===== src/hw/scs_pkg.sv =====
// Shared constants and types of the system clock source selector.
package scs_pkg;

    // Width of the clock source select field.
    localparam int SEL_W = 2;

    // Select codes as software writes them into the source select field.
    localparam logic [SEL_W-1:0] SEL_WAKEUP   = 2'h0;
    localparam logic [SEL_W-1:0] SEL_RESERVED = 2'h1;
    localparam logic [SEL_W-1:0] SEL_PRESCALE = 2'h2;
    localparam logic [SEL_W-1:0] SEL_DIRECT   = 2'h3;

    // Level of the VCO bypass bit that routes the oscillator through the prescaler.
    localparam logic VCO_BYPASS_ON = 1'h1;

    // Prescaler divider field width and the largest factor it must reach.
    localparam int PRESCALE_DIV_W      = 10;
    localparam int PRESCALE_MAX_FACTOR = 1024;

    // Divider value used after reset, which is a factor of one.
    localparam logic [PRESCALE_DIV_W-1:0] PRESCALE_DIV_RST = 10'h000;

    // Clock path that actually drives the system clock.
    typedef enum logic [1:0] {
        PATH_WAKEUP   = 2'b00,
        PATH_PLL      = 2'b01,
        PATH_PRESCALE = 2'b10,
        PATH_DIRECT   = 2'b11
    } scs_path_e;

    // Path in use after reset.
    localparam scs_path_e PATH_RST = PATH_WAKEUP;

    // States of the glitch-free switch sequence.
    typedef enum logic [1:0] {
        SW_RUN   = 2'b00,
        SW_DRAIN = 2'b01,
        SW_ARM   = 2'b10
    } scs_switch_e;

    // Reset value of the switch sequence.
    localparam scs_switch_e SW_RST = SW_RUN;

endpackage


===== src/hw/scs_prescaler.sv =====
`timescale 1ns/1ps
`default_nettype none
// Output prescaler: divides the sampled oscillator level by divider field plus one.
module scs_prescaler #(
    parameter int DIV_W = scs_pkg::PRESCALE_DIV_W
) (
    input  wire logic             clk,
    input  wire logic             rst_n,
    input  wire logic             oscLevel,
    input  wire logic [DIV_W-1:0] divField,
    output logic                  divClk
);

    // The divider must be wide enough for the largest documented factor.
    if ((64'h1 << DIV_W) < 64'(scs_pkg::PRESCALE_MAX_FACTOR)) begin : g_width_check
        $error("scs_prescaler: DIV_W too small for the largest factor");
    end

    logic             oscPrev_r;   // Oscillator level one cycle ago.
    logic [DIV_W-1:0] cnt_r;       // Oscillator periods counted in the current output period.
    logic [DIV_W-1:0] factorM1_r;  // Divider in force, changed only at a period boundary.
    logic             divClk_r;    // Divided clock level.
    logic             oscRise;     // Rising edge of the oscillator.
    logic             wrap;        // Last oscillator period of the output period.
    logic [DIV_W:0]   highLen;     // Oscillator periods spent high per output period.
    logic [DIV_W:0]   cntPlus;     // Count of the period that starts now.

    assign oscRise = oscLevel & ~oscPrev_r;
    assign wrap    = (cnt_r == factorM1_r);
    assign highLen = ({1'b0, factorM1_r} + (DIV_W+1)'(2)) >> 1;
    assign cntPlus = {1'b0, cnt_r} + (DIV_W+1)'(1);
    assign divClk  = divClk_r;

    // Edge detector on the oscillator level.
    always_ff @(posedge clk) begin
        if (!rst_n) begin
            oscPrev_r <= 1'b0;
        end else begin
            oscPrev_r <= oscLevel;
        end
    end

    // Period counter that restarts after divider plus one oscillator periods.
    always_ff @(posedge clk) begin
        if (!rst_n) begin
            cnt_r <= '0;
        end else if (oscRise) begin
            cnt_r <= wrap ? '0 : cnt_r + DIV_W'(1); // RULE_03
        end
    end

    // A new divider is taken only at a boundary so no output pulse is cut short.
    always_ff @(posedge clk) begin
        if (!rst_n) begin
            factorM1_r <= DIV_W'(scs_pkg::PRESCALE_DIV_RST);
        end else if (oscRise && wrap) begin
            factorM1_r <= divField; // RULE_05
        end
    end

    // Output level: follows the oscillator at factor one, else high for the first half of the periods, rounded up.
    always_ff @(posedge clk) begin
        if (!rst_n) begin
            divClk_r <= 1'b0;
        end else if (factorM1_r == '0) begin
            divClk_r <= oscLevel; // RULE_04
        end else if (oscRise) begin
            divClk_r <= wrap ? 1'b1 : (cntPlus < highLen); // RULE_03
        end
    end
endmodule // scs_prescaler
`default_nettype wire


===== src/hw/scs_clock_select.sv =====
// Behaviour
// RULE_01: Select 11 drives clock from direct input.
// RULE_02: Select 10 with bypass uses output prescaler.
// RULE_03: Prescaler divides oscillator by divider plus one.
// RULE_04: Factor one passes oscillator through unchanged.
// RULE_05: Prescaler factors reach up to 1024.
// RULE_06: Select 10 without bypass uses PLL output.
// RULE_07: Select 00 runs from wakeup clock.
// RULE_08: Glitch-free switching; select 01 is reserved.
`timescale 1ns/1ps
`default_nettype none
// System clock source selector. All clock sources arrive as levels that are
// sampled on clk, so the system clock produced here is a registered level.
module scs_clock_select #(
    parameter int DIV_W = scs_pkg::PRESCALE_DIV_W
) (
    input  wire logic                     clk,
    input  wire logic                     rst_n,
    input  wire logic                     directClockInput,
    input  wire logic                     crystalInput,
    input  wire logic                     internalClockSource,
    input  wire logic                     useInternalOsc,
    input  wire logic                     pllClock,
    input  wire logic                     wakeupClock,
    input  wire logic [scs_pkg::SEL_W-1:0] clockSourceSelect,
    input  wire logic                     vcoBypass,
    input  wire logic [DIV_W-1:0]         prescalerDividerField,
    output logic                          systemClock,
    output logic [1:0]                    activePath,
    output logic                          switchBusy,
    output logic                          reservedSelect
);

    // The divider must at least cover the documented largest factor.
    if (DIV_W < scs_pkg::PRESCALE_DIV_W) begin : g_div_check
        $error("scs_clock_select: DIV_W below the documented divider width");
    end

    scs_pkg::scs_path_e   activePath_r;   // Path currently driving the system clock.
    scs_pkg::scs_path_e   targetPath_r;   // Path being switched to.
    scs_pkg::scs_path_e   reqPath;        // Path the select inputs ask for.
    scs_pkg::scs_switch_e swState_r;      // Switch sequence state.
    scs_pkg::scs_switch_e swState_nxt;    // Next switch sequence state.
    logic                 systemClock_r;  // Registered system clock level.
    logic                 reservedSel_r;  // Reserved select code seen.
    logic                 oscLevel;       // Oscillator feeding the prescaler.
    logic                 prescaleClk;    // Divided oscillator.
    logic                 activeLevel;    // Level of the active path.
    logic                 targetLevel;    // Level of the target path.

    // Function returning the level of one clock path.
    function automatic logic pathLevel(input scs_pkg::scs_path_e p,
                                       input logic wu, input logic pl,
                                       input logic ps, input logic dr);
        logic lvl;
        lvl = 1'b0;
        unique case (p)
            scs_pkg::PATH_WAKEUP:   lvl = wu;
            scs_pkg::PATH_PLL:      lvl = pl;
            scs_pkg::PATH_PRESCALE: lvl = ps;
            scs_pkg::PATH_DIRECT:   lvl = dr;
        endcase
        return lvl;
    endfunction

    // The prescaler runs from the crystal or from the internal source.
    assign oscLevel = useInternalOsc ? internalClockSource : crystalInput; // RULE_02

    // Output prescaler instance.
    scs_prescaler #(
        .DIV_W (DIV_W)
    ) u_prescaler (
        .clk      (clk),
        .rst_n    (rst_n),
        .oscLevel (oscLevel),
        .divField (prescalerDividerField),
        .divClk   (prescaleClk)
    );

    // Decode of the select inputs into a requested path.
    always_comb begin
        reqPath = activePath_r;
        unique case (clockSourceSelect)
            scs_pkg::SEL_WAKEUP: begin
                reqPath = scs_pkg::PATH_WAKEUP; // RULE_07
            end
            scs_pkg::SEL_RESERVED: begin
                // A reserved code leaves the current path in place.
                reqPath = activePath_r; // RULE_08
            end
            scs_pkg::SEL_PRESCALE: begin
                // The bypass bit chooses between prescaler and PLL.
                if (vcoBypass == scs_pkg::VCO_BYPASS_ON) begin
                    reqPath = scs_pkg::PATH_PRESCALE; // RULE_02
                end else begin
                    reqPath = scs_pkg::PATH_PLL; // RULE_06
                end
            end
            scs_pkg::SEL_DIRECT: begin
                reqPath = scs_pkg::PATH_DIRECT; // RULE_01
            end
        endcase
    end

    assign activeLevel = pathLevel(activePath_r, wakeupClock, pllClock, prescaleClk,
                                   directClockInput);
    assign targetLevel = pathLevel(targetPath_r, wakeupClock, pllClock, prescaleClk,
                                   directClockInput);

    // Switch sequence: drain the old clock to low, hold low, start on the new one.
    always_comb begin
        swState_nxt = swState_r;
        unique case (swState_r)
            scs_pkg::SW_RUN: begin
                // A change of request starts the drain phase.
                if (reqPath != activePath_r) begin
                    swState_nxt = scs_pkg::SW_DRAIN;
                end
            end
            scs_pkg::SW_DRAIN: begin
                // The old clock finishes its high phase before it is left.
                if (!activeLevel) begin
                    swState_nxt = scs_pkg::SW_ARM; // RULE_08
                end
            end
            scs_pkg::SW_ARM: begin
                // The new clock is joined only while it is low.
                if (!targetLevel) begin
                    swState_nxt = scs_pkg::SW_RUN; // RULE_08
                end
            end
            default: begin
                swState_nxt = scs_pkg::SW_RST;
            end
        endcase
    end

    // Switch state register.
    always_ff @(posedge clk) begin
        if (!rst_n) begin
            swState_r <= scs_pkg::SW_RST;
        end else begin
            swState_r <= swState_nxt;
        end
    end

    // Target path is captured when a switch starts.
    always_ff @(posedge clk) begin
        if (!rst_n) begin
            targetPath_r <= scs_pkg::PATH_RST;
        end else if (swState_r == scs_pkg::SW_RUN && reqPath != activePath_r) begin
            targetPath_r <= reqPath;
        end
    end

    // Active path changes only at the end of the hold-low phase.
    always_ff @(posedge clk) begin
        if (!rst_n) begin
            activePath_r <= scs_pkg::PATH_RST;
        end else if (swState_r == scs_pkg::SW_ARM && !targetLevel) begin
            activePath_r <= targetPath_r; // RULE_08
        end
    end

    // System clock level: follows the active path in run, may only fall with it while draining, and is held low while armed.
    always_ff @(posedge clk) begin
        if (!rst_n) begin
            systemClock_r <= 1'b0;
        end else if (swState_r == scs_pkg::SW_ARM) begin
            systemClock_r <= 1'b0; // RULE_08
        end else if (swState_r == scs_pkg::SW_DRAIN) begin
            // A high phase under way may finish, but no new pulse starts while draining.
            systemClock_r <= systemClock_r & activeLevel; // RULE_08
        end else begin
            systemClock_r <= activeLevel; // RULE_01
        end
    end

    // Flag showing that the reserved select code is being applied.
    always_ff @(posedge clk) begin
        if (!rst_n) begin
            reservedSel_r <= 1'b0;
        end else begin
            reservedSel_r <= (clockSourceSelect == scs_pkg::SEL_RESERVED); // RULE_08
        end
    end

    assign systemClock    = systemClock_r;
    assign activePath     = activePath_r;
    assign switchBusy     = (swState_r != scs_pkg::SW_RUN);
    assign reservedSelect = reservedSel_r;
endmodule // scs_clock_select
`default_nettype wire


===== config.mk =====
export PLATFORM = sky130hd
export DESIGN_NAME = scs_clock_select
export DESIGN_NICKNAME = d
export VERILOG_FILES = /design/src/hw/scs_pkg.sv /design/src/hw/scs_prescaler.sv /design/src/hw/scs_clock_select.sv
export SDC_FILE = /design/constraint.sdc
export NUM_CORES = 1
export LEC_CHECK = 0
export ABC_AREA = 1
export BUFFER_PORTS_ARGS = -buffer_cell sky130_fd_sc_hd__buf_2
export CORE_MARGIN = 3
export CORE_UTILIZATION = 58
export CTS_CLUSTER_SIZE = 12
export DETAILED_ROUTE_END_ITERATION = 10
export GPL_TIMING_DRIVEN = 0
export PLACE_DENSITY = 0.8
export SLEW_MARGIN = 20
export SYNTH_ARGS = -nofsm -noshare
export SYNTH_HDL_FRONTEND = slang
export SYNTH_SLANG_ARGS = --single-unit

===== constraint.sdc =====
create_clock -name clk -period 2.55 [get_ports clk]
set_input_delay 0.1275 -clock clk [delete_from_list [all_inputs] [get_ports clk]]
set_output_delay 0.1275 -clock clk [all_outputs]
set_load 0.005 [all_outputs]

## Word level (Yosys, flattened, before mapping)

Index checks and enable logic that the tools add are counted.

- Flip-flop bits (word level): 30
- Latch bits: 0
- RAM bits: 0
- Memory bits (read-only): 0
- Bits of input ports: 21
- Output and inout port bits: 5
- Logic and storage cells: 60
- Memories kept: 0

- $add $sub $neg: 3
- $mul: 0
- Divide/modulo/power cells: 0
- $lt $le $gt $ge: 1
- Equality and inequality tests: 16
- Shift operators: 0
- Multiplexer cells: 14
- Bitwise operators: 4
- Reduce and logical (&&, ||, !) cells: 13

Operator list:

| operator | number |
|---|---|
| $eq A2 B2 Y1 const B | 7 |
| $add A10 B1 Y11 const B | 1 |
| $add A10 B2 Y11 const B | 1 |
| $lt A11 B10 Y1 | 1 |
| $add A10 B1 Y10 const B | 1 |
| $eq A10 B10 Y1 | 1 |
| $logic_not A10 Y1 | 1 |
| $mux W10 | 1 |
| $eq A2 B1 Y1 const B | 4 |
| $logic_not A2 Y1 | 4 |
| $mux W2 | 4 |
| $pmux W1 S4 | 2 |
| $pmux W2 S4 | 1 |
| $ne A2 B2 Y1 const B | 3 |
| $pmux W2 S3 | 1 |
| $mux W1 | 5 |
| $reduce_bool A2 Y1 | 2 |
| $logic_and A1 B1 Y1 | 3 |
| $reduce_and A3 Y1 | 1 |
| $and A1 B1 Y1 | 2 |
| $ne A2 B2 Y1 | 1 |
| $not A1 Y1 | 2 |
| $reduce_or A2 Y1 | 1 |
| $logic_not A1 Y1 | 1 |

## Longest topological paths before layout

- Depth in word-level cells: 5
- Gate-level depth with buffers: 16
- Depth with buffers taken out: 15

## Hierarchy

From an unflattened synthesis, not the netlist that was laid out.

- Cell total of the unflattened synthesis: 330
- Area, all modules: 2045.7 um^2

Modules (own cells, without submodules):

| module | instances | cells each | area each (um^2) | seq. area each (um^2) |
|---|---|---|---|---|
| scs_prescaler | 1 | 255 | 1576.5 | 440.4 |
| scs_clock_select | 1 | 75 | 469.2 | 160.2 |

## Least setup slack after synthesis

No wires, ideal clock.

- Path kind: reg2reg
- From: reg u_prescaler.cnt_r[0]
- To: reg u_prescaler.divClk_r, in the netlist u_prescaler.divClk
- Setup time: 0.110 ns
- Arrival time: 1.887 ns
- Data required time: 2.440 ns
- Setup slack: 0.553 ns
- Cell stages (with the launch flop): 14
- Path buffers: 0
- Clock period less this slack: 1.997 ns
- Path through: dfxtp_1 -> ha_1 -> nand3_1 -> nor2_1 -> nand2_1 -> xor2_1 -> ha_1 -> nand3_1 -> nor2_1 -> nand2_1 -> nand4_1 -> nand3_1 -> nand2_1 -> inv_1

- Word-level cells in the longest chain between the ends: 5
- Elaborated cells on any way between the ends: 6
- Those cells by class: 1 x add/sub; 1 x order compare; 1 x eq/ne; 3 x mux

Ends and longest elaborated chain:

| item | RTL line | RTL |
|---|---|---|
| from (decl) | scs_prescaler.sv:20 | `logic [DIV_W-1:0] cnt_r;` |
| from (signal assigned) | scs_prescaler.sv:48 | `cnt_r <= wrap ? '0 : cnt_r + DIV_W'(1);` |
| $add A10 B1 Y11 | scs_prescaler.sv:31 | `assign cntPlus = {1'b0, cnt_r} + (DIV_W+1)'(1);` |
| $lt A11 B10 Y1 | scs_prescaler.sv:68 | `divClk_r <= wrap ? 1'b1 : (cntPlus < highLen);` |
| $mux W1 (*) | scs_prescaler.sv:68 |  |
| $mux W1 (*) | scs_prescaler.sv:67 | `end else if (oscRise) begin` |
| $mux W1 (*) | scs_prescaler.sv:65 | `end else if (factorM1_r == '0) begin` |
| to (signal assigned) | scs_prescaler.sv:66 | `divClk_r <= oscLevel;` |
| to (signal assigned) | scs_prescaler.sv:68 |  |
| to (decl) | scs_prescaler.sv:22 | `logic divClk_r;` |

Mark *: on every way between the ends. The rest lies on a longest branch, timed or not. The select of a mux whose other input is x is not followed.
A chain may end at the register's enable or synchronous reset.

## Worst setup path after layout

- From: reg u_prescaler.factorM1_r[2]
- To: reg u_prescaler.divClk_r, in the netlist u_prescaler.divClk

- Word-level cells in the longest chain between the ends: 5
- Elaborated cells on any way between the ends: 8
- Those cells by class: 1 x add/sub; 1 x order compare; 1 x eq/ne; 3 x mux; 2 x reduce/logical

Ends and longest elaborated chain:

| item | RTL line | RTL |
|---|---|---|
| from (decl) | scs_prescaler.sv:21 | `logic [DIV_W-1:0] factorM1_r;` |
| from (signal assigned) | scs_prescaler.sv:55 | `factorM1_r <= DIV_W'(scs_pkg::PRESCALE_DIV_RST);` |
| from (signal assigned) | scs_prescaler.sv:57 | `factorM1_r <= divField;` |
| $add A10 B2 Y11 | scs_prescaler.sv:30 | `assign highLen = ({1'b0, factorM1_r} + (DIV_W+1)'(2)) >> 1;` |
| $lt A11 B10 Y1 | scs_prescaler.sv:68 |  |
| $mux W1 | scs_prescaler.sv:68 |  |
| $mux W1 | scs_prescaler.sv:67 |  |
| $mux W1 | scs_prescaler.sv:65 |  |

Several ways; a longest one is shown, not always the timed one. The select of a mux whose other input is x is not followed.

==> summary.md <==
| Metric | Value |
|---|---|
| Final ANT Viol Nets | 0 |
| Synth area leader | dfxtp_1 |
| Wire length per cell | 11.1 um |
| Final setup vio count | 0 |
| Worst Setup Path Type | register to register |
| Starting Density | 63.4% |
| CTS Buf Count | 5 |
| Peak supply drop | 0.840 mV |
| FF+latch count, synth | 30 |
| Fraction of layout cells with a size suffix above 1 | 13.7% |
| Slowest cell on crit path | dfxtp_1 |
| Post-Syn Instances | about 330 |
| Ys Warns | 0 |
| Leak pwr | 1.21 nW |
| WP data required | around 2.8 ns |
| Cell area after synthesis | 0.00203 mm2 |
| Commonest non-fill, non-tap cell in the layout | nand2_1 |
| Area grow syn2layout | 14.9% |
| Crit path cell chain | ha_1 -> nand3_1 -> nor2_1 -> nand2_1 -> nor3_2 -> xor2_1 -> ha_1 -> a21oi_1 -> nor2_1 -> nor2_1 -> nand4_1 -> nand3_1 -> nand2_1 -> inv_1 |
| Largest net degree at the start of global routing | 11 |
| Critical path arrival | 2.59 ns |
| Clock Pin Slew Worst Setup and Hold Paths | 0.10 ns |
| Hold WS | 0.0110 ns |
| Tot GR Track Use | 23.9% |
| Synth cell types | 22 |
| IO buf count | 24 |
| Clock H-tree levels | 2 |
| FP Rows | 20 |
| Largest cells by area after synthesis | dfxtp_1 (30%), nand2_1 (21%), inv_1 (7.4%), nor2_1 (7.0%), ha_1 (6.8%) |
| GP Congestion | about 0.84 |
| Fin Setup TNS | 0 ns |
| Clock Path Buffers | 2 |
| DRC | 0 |
| Vias in the first global route | approximately 1800 |
| Synthesized area per cell | 6.17 um2 |
| Clk_skew | 0.00914 ns |
| Crit path time final | 2.29 ns |
| Least-Margin Pin Slew | 0.461 ns |
| Final Hold Fails | 0 |
| Vias per inst | 4.98 |
| CP Max Fanout | 4 |
| Worst Setup End Kind | register |
| Maximum clock rate | 436 MHz |
| Final net count | 397 |
| Rel. slew slack | 69.2% |
| Power density cells | ~950 mW/mm2 |
| Total gr overflow | 0 |
| Worst hold path type | input pin to register |
| Final cell count without fillers | 410 |
| TritonRoute pass-1 iters | 4 |
| Placed insts | 397 |
| Sequential-to-total area share from yosys stat | 29.6% |
| Skew-Pair Late Insertion Delay | between 0.3 and 0.4 ns |
| Initial antenna violation count | 0 |
| Top-area cell type share of the netlist area | 29.6% |
| CP dominant cell by count | nor2_1 |
| Die height | 65.2 um |
| Routed WL | around 4600 um |
| CTS tree | yes |
| Diodes inserted | 0 |
| Place WS | 0.214 ns |
| Post-route setup slack | between 0.2 and 0.3 ns |
| Final Cycle Share | roughly 90% |
| IO Pins | 26 |
| CP Launch Type | register |
| Max incr delay on CP | 0.41 ns |
| Clk sinks | 30 |
| Core area | 0.00320 mm2 |
| Root Driver | clkbuf_4 |
| DRT iter0 DRCs | 180 |
| Fillers | slightly below 300 |
| Post-detail-place hpwl | ~3600 um |
| Post-Syn Nets | 361 |
| Max cap viols | 0 |
| Layout Utilization | between 70 and 80% |
| Slew Limit Fails | 0 |
| RSZ-0062 raised after global routing | false |
| Most frequent cells in the layout | nand2_1 (111), inv_1 (40), nor2_1 (37) |
| Die area | approximately 0.0042 mm2 |
| Die width | 65.2 um |
| Detailed-route via count | 2040 |
| Status | finished clean |
| Global-route wire length before repair | 7870 um |
-- where the power goes --
group	internal [mW]	total (mW)	switching, mW
clock	0.132	0.306	0.174
combinational	0.441	1.20	0.759
sequential	0.583	0.708	0.124
-- Yosys cell counts --
library cell / count
o21ai_0: 7
dfxtp_1: 30
buf_6: 1
inv_1: 40
o211ai_1: 2
a21oi_1: 20
buf_2: 2
nand3_2: 1
clkbuf_1: 5
nor4_1: 1
nand3_1: 23
nor3_4: 1
xor2_1: 13
nor3_1: 6
buf_4: 1
nand4_1: 4
nor2_2: 1
inv_2: 7
ha_1: 11
nand2_1: 111
xnor2_1: 4
nor2_1: 38
-- routing by layer --
metal / wire length (um) / GRT usage [%] / vias to the layer above / part of all wire [%]
met5: 0 / 0 / - / 0
met4: 106 / 11.1 / 0 / 2.3
met3: 279 / 4.27 / 9 / 6.1
met2: 1900 / 35.9 / 51 / 42
met1: 2270 / 33.2 / 886 / 50
li1: - / - / 1094 / -
-- kinds of logic (layout without fill, tap and decap cells) --
logic type                 Yosys count  in the layout  synth area share, %
AOI/OAI and AO/OA                   29             29                 7.40
xor gates and xnor gates            17             17                 7.34
adders and majority gates           11             11                 6.78
buffers and inverters               56             93                 11.0
DFF                                 30             30                 29.6
and+or+nand+nor                    186            186                 37.9
-- state kept, by name, indices dropped and copies added (netlist names) --
register,count
u_prescaler.cnt_r,10
u_prescaler.factorM1_r,10
activePath,2
swState_r,2
targetPath_r,2
reservedSelect,1
systemClock,1
u_prescaler.divClk,1
u_prescaler.oscPrev_r,1
-- worst paths after layout --
| check | from | endpoint | slack, ns | depth (start not counted) |
|---|---|---|---|---|
| setup / recovery | u_prescaler.factorM1_r[2] | u_prescaler.divClk | 0.26 | 14 |
| hold / removal | prescalerDividerField[7] | u_prescaler.factorM1_r[7] | 0.01 | 3 |
| setup reg to reg | u_prescaler.factorM1_r[2] | u_prescaler.divClk | 0.26 | 14 |
| hold reg to reg | targetPath_r[1] | activePath[1] | 0.49 | 2 |
-- timing repair --
| item | 4_1_cts | 5_1_grt |
|---|---|---|
| buffers inserted | 0 | 0 |
| hold endpoints to repair | 5 | 0 |
| resized for setup | 0 | 4 |
| hold buffers | 5 | 0 |
| endpoints found under the setup margin | 0 | 1 |
-- final cells by class --
cell class / instances / area, um2 / share of cell area [%]
multi-input combinational: 243 / 1220 / 52.2
timing repair buffer: 29 / 170 / 7.30
buffer: 9 / 47.5 / 2.04
inverter: 47 / 176 / 7.56
clock buffer: 6 / 51.3 / 2.20
clock inverter: 2 / 12.5 / 0.536
tap: 44 / 55.1 / 2.36
sequential: 30 / 602 / 25.8
-- through the flow --
| step | area, um2 | total power [mW] |
|---|---|---|
| after floorplan | 2030 | 1.63 |
| after global routing | 2330 | 2.45 |
| after global placement | 2200 | 1.87 |
| after detailed placement | 2200 | 1.89 |
| final | 2330 | 2.21 |
| after CTS | 2320 | 2.21 |
-- critical path: cells and delay by family (launching register included) --
kind | cells | cell delay (ns)
AOI/OAI and AO/OA | 1 | 0.15
DFF | 1 | 0.41
buffers and inverters | 1 | 0.06
adders and majority gates | 2 | 0.49
and+or+nand+nor | 9 | 0.94
xor gates and xnor gates | 1 | 0.21
Note: power is estimated with default switching activity, not from simulation.
